**config.mk**
```make
export PLATFORM = sky130hd
export DESIGN_NAME = mau_top
export DESIGN_NICKNAME = d
export VERILOG_FILES = /design/src/verilog/mau_pkg.sv /design/src/verilog/mau_dbus_if.sv /design/src/verilog/mau_top.sv /design/src/verilog/mau_data_decode.sv
export SDC_FILE = /design/constraint.sdc
export NUM_CORES = 1
export LEC_CHECK = 0
export BUFFER_PORTS_ARGS = -buffer_cell sky130_fd_sc_hd__buf_2
export CAP_MARGIN = 20
export CORE_AREA = 5 5 89 91
export CTS_BUF_LIST = sky130_fd_sc_hd__clkbuf_8 sky130_fd_sc_hd__clkbuf_16
export DETAILED_ROUTE_END_ITERATION = 8
export DIE_AREA = 0 0 94 96
export HOLD_SLACK_MARGIN = 0.03
export MAX_ROUTING_LAYER = met4
export PLACE_DENSITY = 0.62
export SLEW_MARGIN = 20
export SYNTH_ARGS = -nofsm -noshare
export SYNTH_HDL_FRONTEND = slang
export SYNTH_SLANG_ARGS = --single-unit
export TNS_END_PERCENT = 5
```
**constraint.sdc**
```tcl
create_clock -name ref_clk -period 1.7 [get_ports ref_clk]
set_clock_uncertainty 0.1 [all_clocks]
set_input_delay 0.17 -clock ref_clk [delete_from_list [all_inputs] [get_ports ref_clk]]
set_output_delay 0.17 -clock ref_clk [all_outputs]
set_load 0.01 [all_outputs]
```
**src/verilog/mau_pkg.sv**
```systemverilog
package mau_pkg;

  // ----------------------------------------
  // variants
  // ----------------------------------------
  typedef enum logic [1:0]
  {
    MAU_VAR_SMALL = 2'h0,
    MAU_VAR_MID   = 2'h1,
    MAU_VAR_LARGE = 2'h2
  } mau_variant_t;

  // ----------------------------------------
  // program space
  // ----------------------------------------
  localparam int          MAU_PC_W         = 11;
  localparam int          MAU_PC_W_SMALL   = 10;
  localparam logic [10:0] MAU_RESET_VECTOR = 11'h000;
  localparam logic [10:0] MAU_PMEM_MASK_SMALL = 11'h1ff;
  localparam logic [10:0] MAU_PMEM_MASK_MID   = 11'h3ff;
  localparam logic [10:0] MAU_CAL_WORD_SMALL  = 11'h1ff;
  localparam logic [10:0] MAU_CAL_WORD_MID    = 11'h3ff;
  localparam int          MAU_PAGE_BIT     = 9;
  localparam int          MAU_STATUS_PAGE_BIT = 5;

  // ----------------------------------------
  // data space
  // ----------------------------------------
  localparam int          MAU_DADDR_W      = 7;
  localparam int          MAU_FILE_W       = 5;
  localparam logic [4:0]  MAU_WINDOW_ADDR  = 5'h00;
  localparam logic [4:0]  MAU_POINTER_ADDR = 5'h04;
  localparam logic [7:0]  MAU_POINTER_RESET = 8'he0;
  localparam logic [7:0]  MAU_FILL_SMALL   = 8'he0;
  localparam logic [7:0]  MAU_FILL_MID     = 8'hc0;
  localparam logic [7:0]  MAU_FILL_LARGE   = 8'h80;
  localparam logic [7:0]  MAU_SELF_READ    = 8'h00;

endpackage

```
**src/verilog/mau_dbus_if.sv**
```systemverilog
`timescale 1ns/1ps
interface mau_dbus_if;
  import mau_pkg::*;
  logic [7:0] pointer;
  logic [4:0] file_addr;
  logic [6:0] data_addr;
  logic       window_hit;
  logic       self_ref;

  modport top
  (
    output pointer,
    output file_addr,
    input  data_addr,
    input  window_hit,
    input  self_ref
  );
  modport decode
  (
    input  pointer,
    input  file_addr,
    output data_addr,
    output window_hit,
    output self_ref
  );
endinterface

```
**src/verilog/mau_top.sv**
```systemverilog
`timescale 1ns/1ps
// Behaviour
// - the program counter spans 9 bits on the small variant and 10 bits otherwise, in a 1K-word space.
// - above 512 words a status bit selects the program page.
// - fetch addresses beyond the implemented memory wrap into it.
// - after reset fetch starts at address zero.
// - the indirect window has no storage and accesses go to the address in the pointer.
// - reading the window through itself returns zero.
// - writing the window through itself changes no memory.
// - the low five pointer bits select the address within a bank.
// - the small variant has no banking and pointer bits 7 to 5 read as ones.
// - the mid variant banks on pointer bit 5 and bits 7 and 6 read as ones.
// - the large variant banks on pointer bits 6 and 5 and bit 7 reads as one.
module mau_top
  import mau_pkg::*;
(
  input  wire logic                 ref_clk,
  input  wire logic                 rst,
  input  wire mau_pkg::mau_variant_t variant,
  input  wire logic                 pc_advance,
  input  wire logic                 pc_load,
  input  wire logic [10:0]          pc_target,
  input  wire logic                 page_select,
  input  wire logic [4:0]           file_addr,
  input  wire logic                 data_wr,
  input  wire logic [7:0]           data_wdata,
  input  wire logic [7:0]           mem_rdata,
  output logic [10:0]               program_counter,
  output logic [10:0]               fetch_addr,
  output logic                      cal_word_hit,
  output logic [6:0]                mem_addr,
  output logic                      mem_we,
  output logic [7:0]                mem_wdata,
  output logic [7:0]                rdata,
  output logic [7:0]                file_select_pointer
);
  import mau_pkg::*;

  // ----------------------------------------
  // helpers
  // ----------------------------------------
  function automatic logic [10:0] wrap_addr(input mau_variant_t v, input logic [10:0] a);
    logic [10:0] r;
    r = a & MAU_PMEM_MASK_MID;
    if (v == MAU_VAR_SMALL)
      r = a & MAU_PMEM_MASK_SMALL;
    return r;
  endfunction

  function automatic logic [7:0] fill_of(input mau_variant_t v);
    logic [7:0] f;
    f = MAU_FILL_LARGE;
    unique case (v)
      MAU_VAR_SMALL: f = MAU_FILL_SMALL;
      MAU_VAR_MID:   f = MAU_FILL_MID;
      default:       f = MAU_FILL_LARGE;
    endcase
    return f;
  endfunction

  // ----------------------------------------
  // data decode
  // ----------------------------------------
  mau_dbus_if dbus ();
  logic [7:0] ptr;
  assign dbus.pointer   = ptr | fill_of(variant);
  assign dbus.file_addr = file_addr;

  mau_data_decode u_decode
  (
    .variant (variant),
    .dbus    (dbus)
  );

  // ----------------------------------------
  // program counter
  // ----------------------------------------
  logic [10:0] pc;
  logic [10:0] next_pc;
  logic [10:0] raw;
  always_comb
  begin
    raw = pc;
    if (pc_load)
    begin
      raw = pc_target;
      if (variant != MAU_VAR_SMALL)
        raw[MAU_PAGE_BIT] = page_select;
    end
    else if (pc_advance)
      raw = pc + 11'h001;
    next_pc = wrap_addr(variant, raw);
  end

  always_ff @(posedge ref_clk or posedge rst)
  begin
    if (rst)
      pc <= MAU_RESET_VECTOR;
    else
      pc <= next_pc;
  end

  // ----------------------------------------
  // pointer and data path
  // ----------------------------------------
  logic [7:0]  next_ptr;
  logic [6:0]  next_mem_addr;
  logic        next_mem_we;
  logic [7:0]  next_rdata;
  logic        ptr_direct_wr;
  always_comb
  begin
    ptr_direct_wr = data_wr && !dbus.window_hit && (file_addr == MAU_POINTER_ADDR);
    next_ptr      = ptr_direct_wr ? data_wdata : ptr;
    next_mem_addr = dbus.data_addr;
    next_mem_we   = data_wr && !dbus.self_ref && !ptr_direct_wr;
    if (dbus.self_ref)
      next_rdata = MAU_SELF_READ;
    else if (!dbus.window_hit && file_addr == MAU_POINTER_ADDR)
      next_rdata = dbus.pointer;
    else
      next_rdata = mem_rdata;
  end

  always_ff @(posedge ref_clk or posedge rst)
  begin
    if (rst)
    begin
      ptr                 <= MAU_POINTER_RESET;
      program_counter     <= MAU_RESET_VECTOR;
      fetch_addr          <= MAU_RESET_VECTOR;
      cal_word_hit        <= 1'b0;
      mem_addr            <= 7'h00;
      mem_we              <= 1'b0;
      mem_wdata           <= 8'h00;
      rdata               <= 8'h00;
      file_select_pointer <= MAU_POINTER_RESET;
    end
    else
    begin
      ptr                 <= next_ptr;
      program_counter     <= next_pc;
      fetch_addr          <= next_pc;
      cal_word_hit        <= (next_pc == ((variant == MAU_VAR_SMALL) ? MAU_CAL_WORD_SMALL
                                                                      : MAU_CAL_WORD_MID));
      mem_addr            <= next_mem_addr;
      mem_we              <= next_mem_we;
      mem_wdata           <= data_wdata;
      rdata               <= next_rdata;
      file_select_pointer <= next_ptr | fill_of(variant);
    end
  end

  // ----------------------------------------
  // checks
  // ----------------------------------------
  pc_reset_a: assert property (@(posedge ref_clk) $fell(rst) |-> program_counter == 11'h000)
    else $error("pc not zero after reset");
  pc_wrap_a: assert property (@(posedge ref_clk) disable iff (rst)
    variant == MAU_VAR_SMALL |=> program_counter[10:9] == 2'h0)
    else $error("pc beyond small memory");
  pc_mid_a: assert property (@(posedge ref_clk) disable iff (rst)
    variant == MAU_VAR_MID |=> program_counter[10] == 1'b0)
    else $error("pc beyond mid memory");
  self_read_a: assert property (@(posedge ref_clk) disable iff (rst)
    file_addr == 5'h00 && ptr[4:0] == 5'h00 |=> rdata == 8'h00)
    else $error("self read not zero");
  self_write_a: assert property (@(posedge ref_clk) disable iff (rst)
    data_wr && file_addr == 5'h00 && ptr[4:0] == 5'h00 |=> !mem_we)
    else $error("self write reached memory");
  indirect_addr_a: assert property (@(posedge ref_clk) disable iff (rst)
    file_addr == 5'h00 |=> mem_addr[4:0] == $past(ptr[4:0]))
    else $error("indirect address wrong");
  small_fill_a: assert property (@(posedge ref_clk) disable iff (rst)
    variant == MAU_VAR_SMALL |=> file_select_pointer[7:5] == 3'h7 && mem_addr[6:5] == 2'h0)
    else $error("small pointer fill wrong");
  mid_bank_a: assert property (@(posedge ref_clk) disable iff (rst)
    variant == MAU_VAR_MID |=> file_select_pointer[7:6] == 2'h3 && mem_addr[6] == 1'b0)
    else $error("mid bank wrong");
  large_bank_a: assert property (@(posedge ref_clk) disable iff (rst)
    variant == MAU_VAR_LARGE && file_addr != 5'h00 |=> mem_addr[6:5] == $past(ptr[6:5]))
    else $error("large bank wrong");
  page_a: assert property (@(posedge ref_clk) disable iff (rst)
    pc_load && variant == MAU_VAR_MID |=> program_counter[9] == $past(page_select))
    else $error("page bit not applied");

  fetch_match_a: assert property (@(posedge ref_clk) disable iff (rst)
    fetch_addr == program_counter)
    else $error("fetch address differs from pc");
  cal_flag_a: assert property (@(posedge ref_clk) disable iff (rst)
    cal_word_hit == (program_counter == ((variant == MAU_VAR_SMALL) ? MAU_CAL_WORD_SMALL
                                                                    : MAU_CAL_WORD_MID)))
    else $error("calibration flag wrong");
  ptr_write_a: assert property (@(posedge ref_clk) disable iff (rst)
    data_wr && file_addr == MAU_POINTER_ADDR |=> !mem_we)
    else $error("pointer write reached memory");
  wdata_path_a: assert property (@(posedge ref_clk) disable iff (rst)
    data_wr |=> mem_wdata == $past(data_wdata))
    else $error("write data not forwarded");
  ptr_read_a: assert property (@(posedge ref_clk) disable iff (rst)
    file_addr == MAU_POINTER_ADDR |=> rdata == $past(dbus.pointer))
    else $error("pointer read wrong");

  cov_page_c:  cover property (@(posedge ref_clk) disable iff (rst)
    pc_load && page_select && variant != MAU_VAR_SMALL);
  cov_wrap_c:  cover property (@(posedge ref_clk) disable iff (rst) pc_advance && pc == 11'h1ff);
  cov_self_c:  cover property (@(posedge ref_clk) disable iff (rst) data_wr && dbus.self_ref);
  cov_ind_c:   cover property (@(posedge ref_clk) disable iff (rst) dbus.window_hit && !dbus.self_ref);
  cov_bank_c:  cover property (@(posedge ref_clk) disable iff (rst) variant == MAU_VAR_LARGE && ptr[6:5] == 2'h3);
endmodule

```
**src/verilog/mau_data_decode.sv**
```systemverilog
`timescale 1ns/1ps
module mau_data_decode
  import mau_pkg::*;
(
  input  mau_pkg::mau_variant_t variant,
  mau_dbus_if.decode            dbus
);
  import mau_pkg::*;

  // ----------------------------------------
  // bank bits per variant
  // ----------------------------------------
  function automatic logic [1:0] bank_of(input mau_variant_t v, input logic [7:0] p);
    logic [1:0] b;
    b = 2'h0;
    unique case (v)
      MAU_VAR_SMALL: b = 2'h0;
      MAU_VAR_MID:   b = {1'b0, p[5]};
      MAU_VAR_LARGE: b = p[6:5];
      default:       b = 2'h0;
    endcase
    return b;
  endfunction

  logic       indirect;
  logic [4:0] low;
  always_comb
  begin
    indirect        = (dbus.file_addr == MAU_WINDOW_ADDR);
    low             = indirect ? dbus.pointer[4:0] : dbus.file_addr;
    dbus.data_addr  = {bank_of(variant, dbus.pointer), low};
    dbus.window_hit = indirect;
    dbus.self_ref   = indirect && (dbus.pointer[4:0] == MAU_WINDOW_ADDR);
  end
endmodule

```
==> results.json <==
{
  "ff2ff_path_depth": 6,
  "routed_via_density": 4.319,
  "synth_area_leaders": "dfrtp_1 (49%), buf_4 (7.4%), dfstp_2 (5.2%)",
  "final_common_cell": "buf_2",
  "fin_util_pct": 42.72,
  "regArea_um2": 1111,
  "required_ns": 1.80,
  "syn_inst": 188,
  "gr-total-overflow": 0,
  "layout_setup_ws_ns": -0.02468,
  "synth_top_area_share_pct": 49.11,
  "violations": "setup timing",
  "place_congestion": 0.8579,
  "cts_tree": "yes",
  "slew_viol_final": 0,
  "fin_tns_setup_ns": -0.02468,
  "status": "finished with violations",
  "rsz0062_at_grt": "yes",
  "holdPathStages": 3,
  "critPathArrivalTime_ns": 1.82,
  "hold_slack_ns": 0.04611,
  "synth_enable_flop_cells": 0,
  "netlist.top_cell.by_area": "dfrtp_1",
  "yosys_warnings": 0,
  "drive_gt1_share_pct": 44.77,
  "port_buffers": 89,
  "dpl_cell_area_um2": 2581,
  "rows": 31,
  "ant_nets": 0,
  "hp-class": "input port to flip-flop",
  "clkSinkCount": 44,
  "synth_area_um2": 2038,
  "power.leakage_uw": 0.001500,
  "ys_seq_area_share_pct": 54.27,
  "start_util_pct": 28.87,
  "dieHeight_um": 96,
  "min_to": "fetch_addr[2]",
  "fmax_ghz": 0.5798,
  "drt_iter0_markers": 49,
  "peakVddDrop_mv": 0.4992,
  "grt_pass1_wl_mm": 8.604,
  "drc": 0,
  "grt_use_total_pct": 12.66,
  "fin_crit_sh_pct": 101.5,
  "synth-seq-cells": 44,
  "synth_area_per_cell_um2": 10.84,
  "r2r_start": "fetch_addr[0]",
  "r2r-end": "cal_word_hit",
  "numCtsBuffers": 5,
  "clock-root-buffer": "clkbuf_8",
  "ff2ff_setup_slack_ns": -0.02,
  "boundaryPins": 95,
  "async_flop_share_pct": 100.0,
  "antenna_found_initial": 0,
  "final_cell_mix": "buf_2 (89), dfrtp_1 (36), nand2_1 (25), dlygate4sd3_1 (25), buf_4 (18)",
  "multi_input_area_um2": 800.8,
  "max_cap_viol_count": 0,
  "ys.flop_type": "dfrtp_1",
  "setup.worst_path.end_class": "flip-flop",
  "drt_wl_total_mm": 5.369,
  "die-area_um2": 9024,
  "critPathMaxFanout": 4,
  "grt_max_degree": 22,
  "period_needed_ns": 1.725,
  "clkLatencyLatePin_ns": 0.29,
  "worstSetupPathType": "flip-flop to flip-flop",
  "hold_viol": 0,
  "hpwl_mm": 4.047,
  "setup_viol": 1,
  "synth_cell_types": 43,
  "cp-start-kind": "flip-flop",
  "die_x_um": 94,
  "dr.pass1.iters": 4,
  "layout.nets": 349,
  "diodes": 0,
  "htreeDepth": 2,
  "cts_buffer_depth": 2,
  "areaGrowthSynthToFinish_pct": 47.94,
  "core_region_area_um2": 7059,
  "finalPower_uw": 2676,
  "clkSlewWorstSetupHoldPaths_ns": 0.08,
  "wl_per_cell_um": 13.26,
  "fill_cells": 728,
  "p_per_area_nw_per_um2": 887.4,
  "stdcell_area_um2": 3015,
  "grt_pass1_vias": 1843,
  "vias": 1749,
  "hp-start": "pc_target[2]"
}
==> worst max-delay path by stage <==
stage	slack, ns	endpoint	from	cells after the start
2_1_floorplan	0.005	cal_word_hit	fetch_addr[4]	5
4_1_cts	-0.02	cal_word_hit	fetch_addr[0]	6
3_5_place_dp	-0.04	cal_word_hit	fetch_addr[3]	5
3_3_place_gp	-0.004	cal_word_hit	fetch_addr[3]	5
6_report	-0.02	cal_word_hit	fetch_addr[0]	6
5_1_grt	-0.13	cal_word_hit	fetch_addr[0]	6
==> through the flow <==
stage	cells	worst slack, ns
2_1_floorplan	189	0.004530
6_report	405	-0.02468
5_1_grt	405	-0.1255
3_5_place_dp	371	-0.04067
4_1_cts	405	-0.01518
3_3_place_gp	371	-0.004226
==> cell type report <==
type | count | share of cell area, %
Tap cell | 99 | 4.108
Timing Repair Buffer | 132 | 27.55
Clock buffer | 7 | 3.195
Inverter | 6 | 0.7469
Multi-Input combinational cell | 116 | 26.56
Clock inverter | 1 | 0.9959
Sequential cell | 44 | 36.85
==> power by group <==
| part | switching [uW] | total [uW] | internal (uW) |
|---|---|---|---|
| Combinational | 279 | 563 | 284 |
| Clock | 350 | 868 | 519 |
| Sequential | 87.2 | 1240 | 1160 |
| Total | 716 | 2680 | 1960 |
==> critical path, stage by stage (launching register included) <==
cell,delay (ns)
dfrtp_2,0.43
ha_4,0.17
nand4_1,0.11
or4_1,0.43
nand3_2,0.10
nand2_2,0.05
nor4b_2,0.24
==> sequential cells by signal, summed over array words and instances (netlist names) <==
name and count:
rdata 8, ptr 7, cal_word_hit 1, fetch_addr 10
mem_we 1, mem_wdata 8, file_select_pointer 2, mem_addr 7
==> per-layer routing <==
layer / part of all wire [%] / vias up / GRT usage, %
li1: - / 847 / -
met1: 42 / 819 / 14.68
met2: 48 / 78 / 21.23
met3: 9.3 / 5 / 3.987
met4: 0.89 / 0 / 3.610
met5: 0 / - / -
==> cells by family after synthesis <==
| logic type | share of synthesized area (%) |
|---|---|
| flip-flops | 54.27 |
| multiplexers | 4.542 |
| XOR/XNOR | 2.579 |
| other | 0.3685 |
| AO/OA/AOI/OAI | 9.761 |
| AND/OR/NAND/NOR | 16.94 |
| adder cells (fa/ha/maj) | 2.456 |
| buffers and inverters | 9.084 |
==> cell usage after synthesis (2+ instances only) <==
library cell / instances
dfrtp_1: 40
nand2_1: 27
buf_4: 20
nor2_1: 14
o21ai_1: 8
a21o_1: 6
a21oi_1: 6
inv_1: 6
mux2_1: 6
dfstp_2: 4
ha_1: 4
nand4_1: 4
nor3_1: 3
or3_1: 3
xnor2_1: 3
xor2_1: 3
conb_1: 2
nand3_1: 2
nand3b_1: 2
o311a_1: 2
==> timing repair <==
item | CTS | global route
resized for setup | 5 | 4
hold buffers | 25 | 0
pin swaps | 2 | 1
hold endpoints to repair | 70 | 0
setup buffers | 1 | 0
endpoints found under the setup margin | 1 | 1
Note: power is estimated with default switching activity, not from simulation.
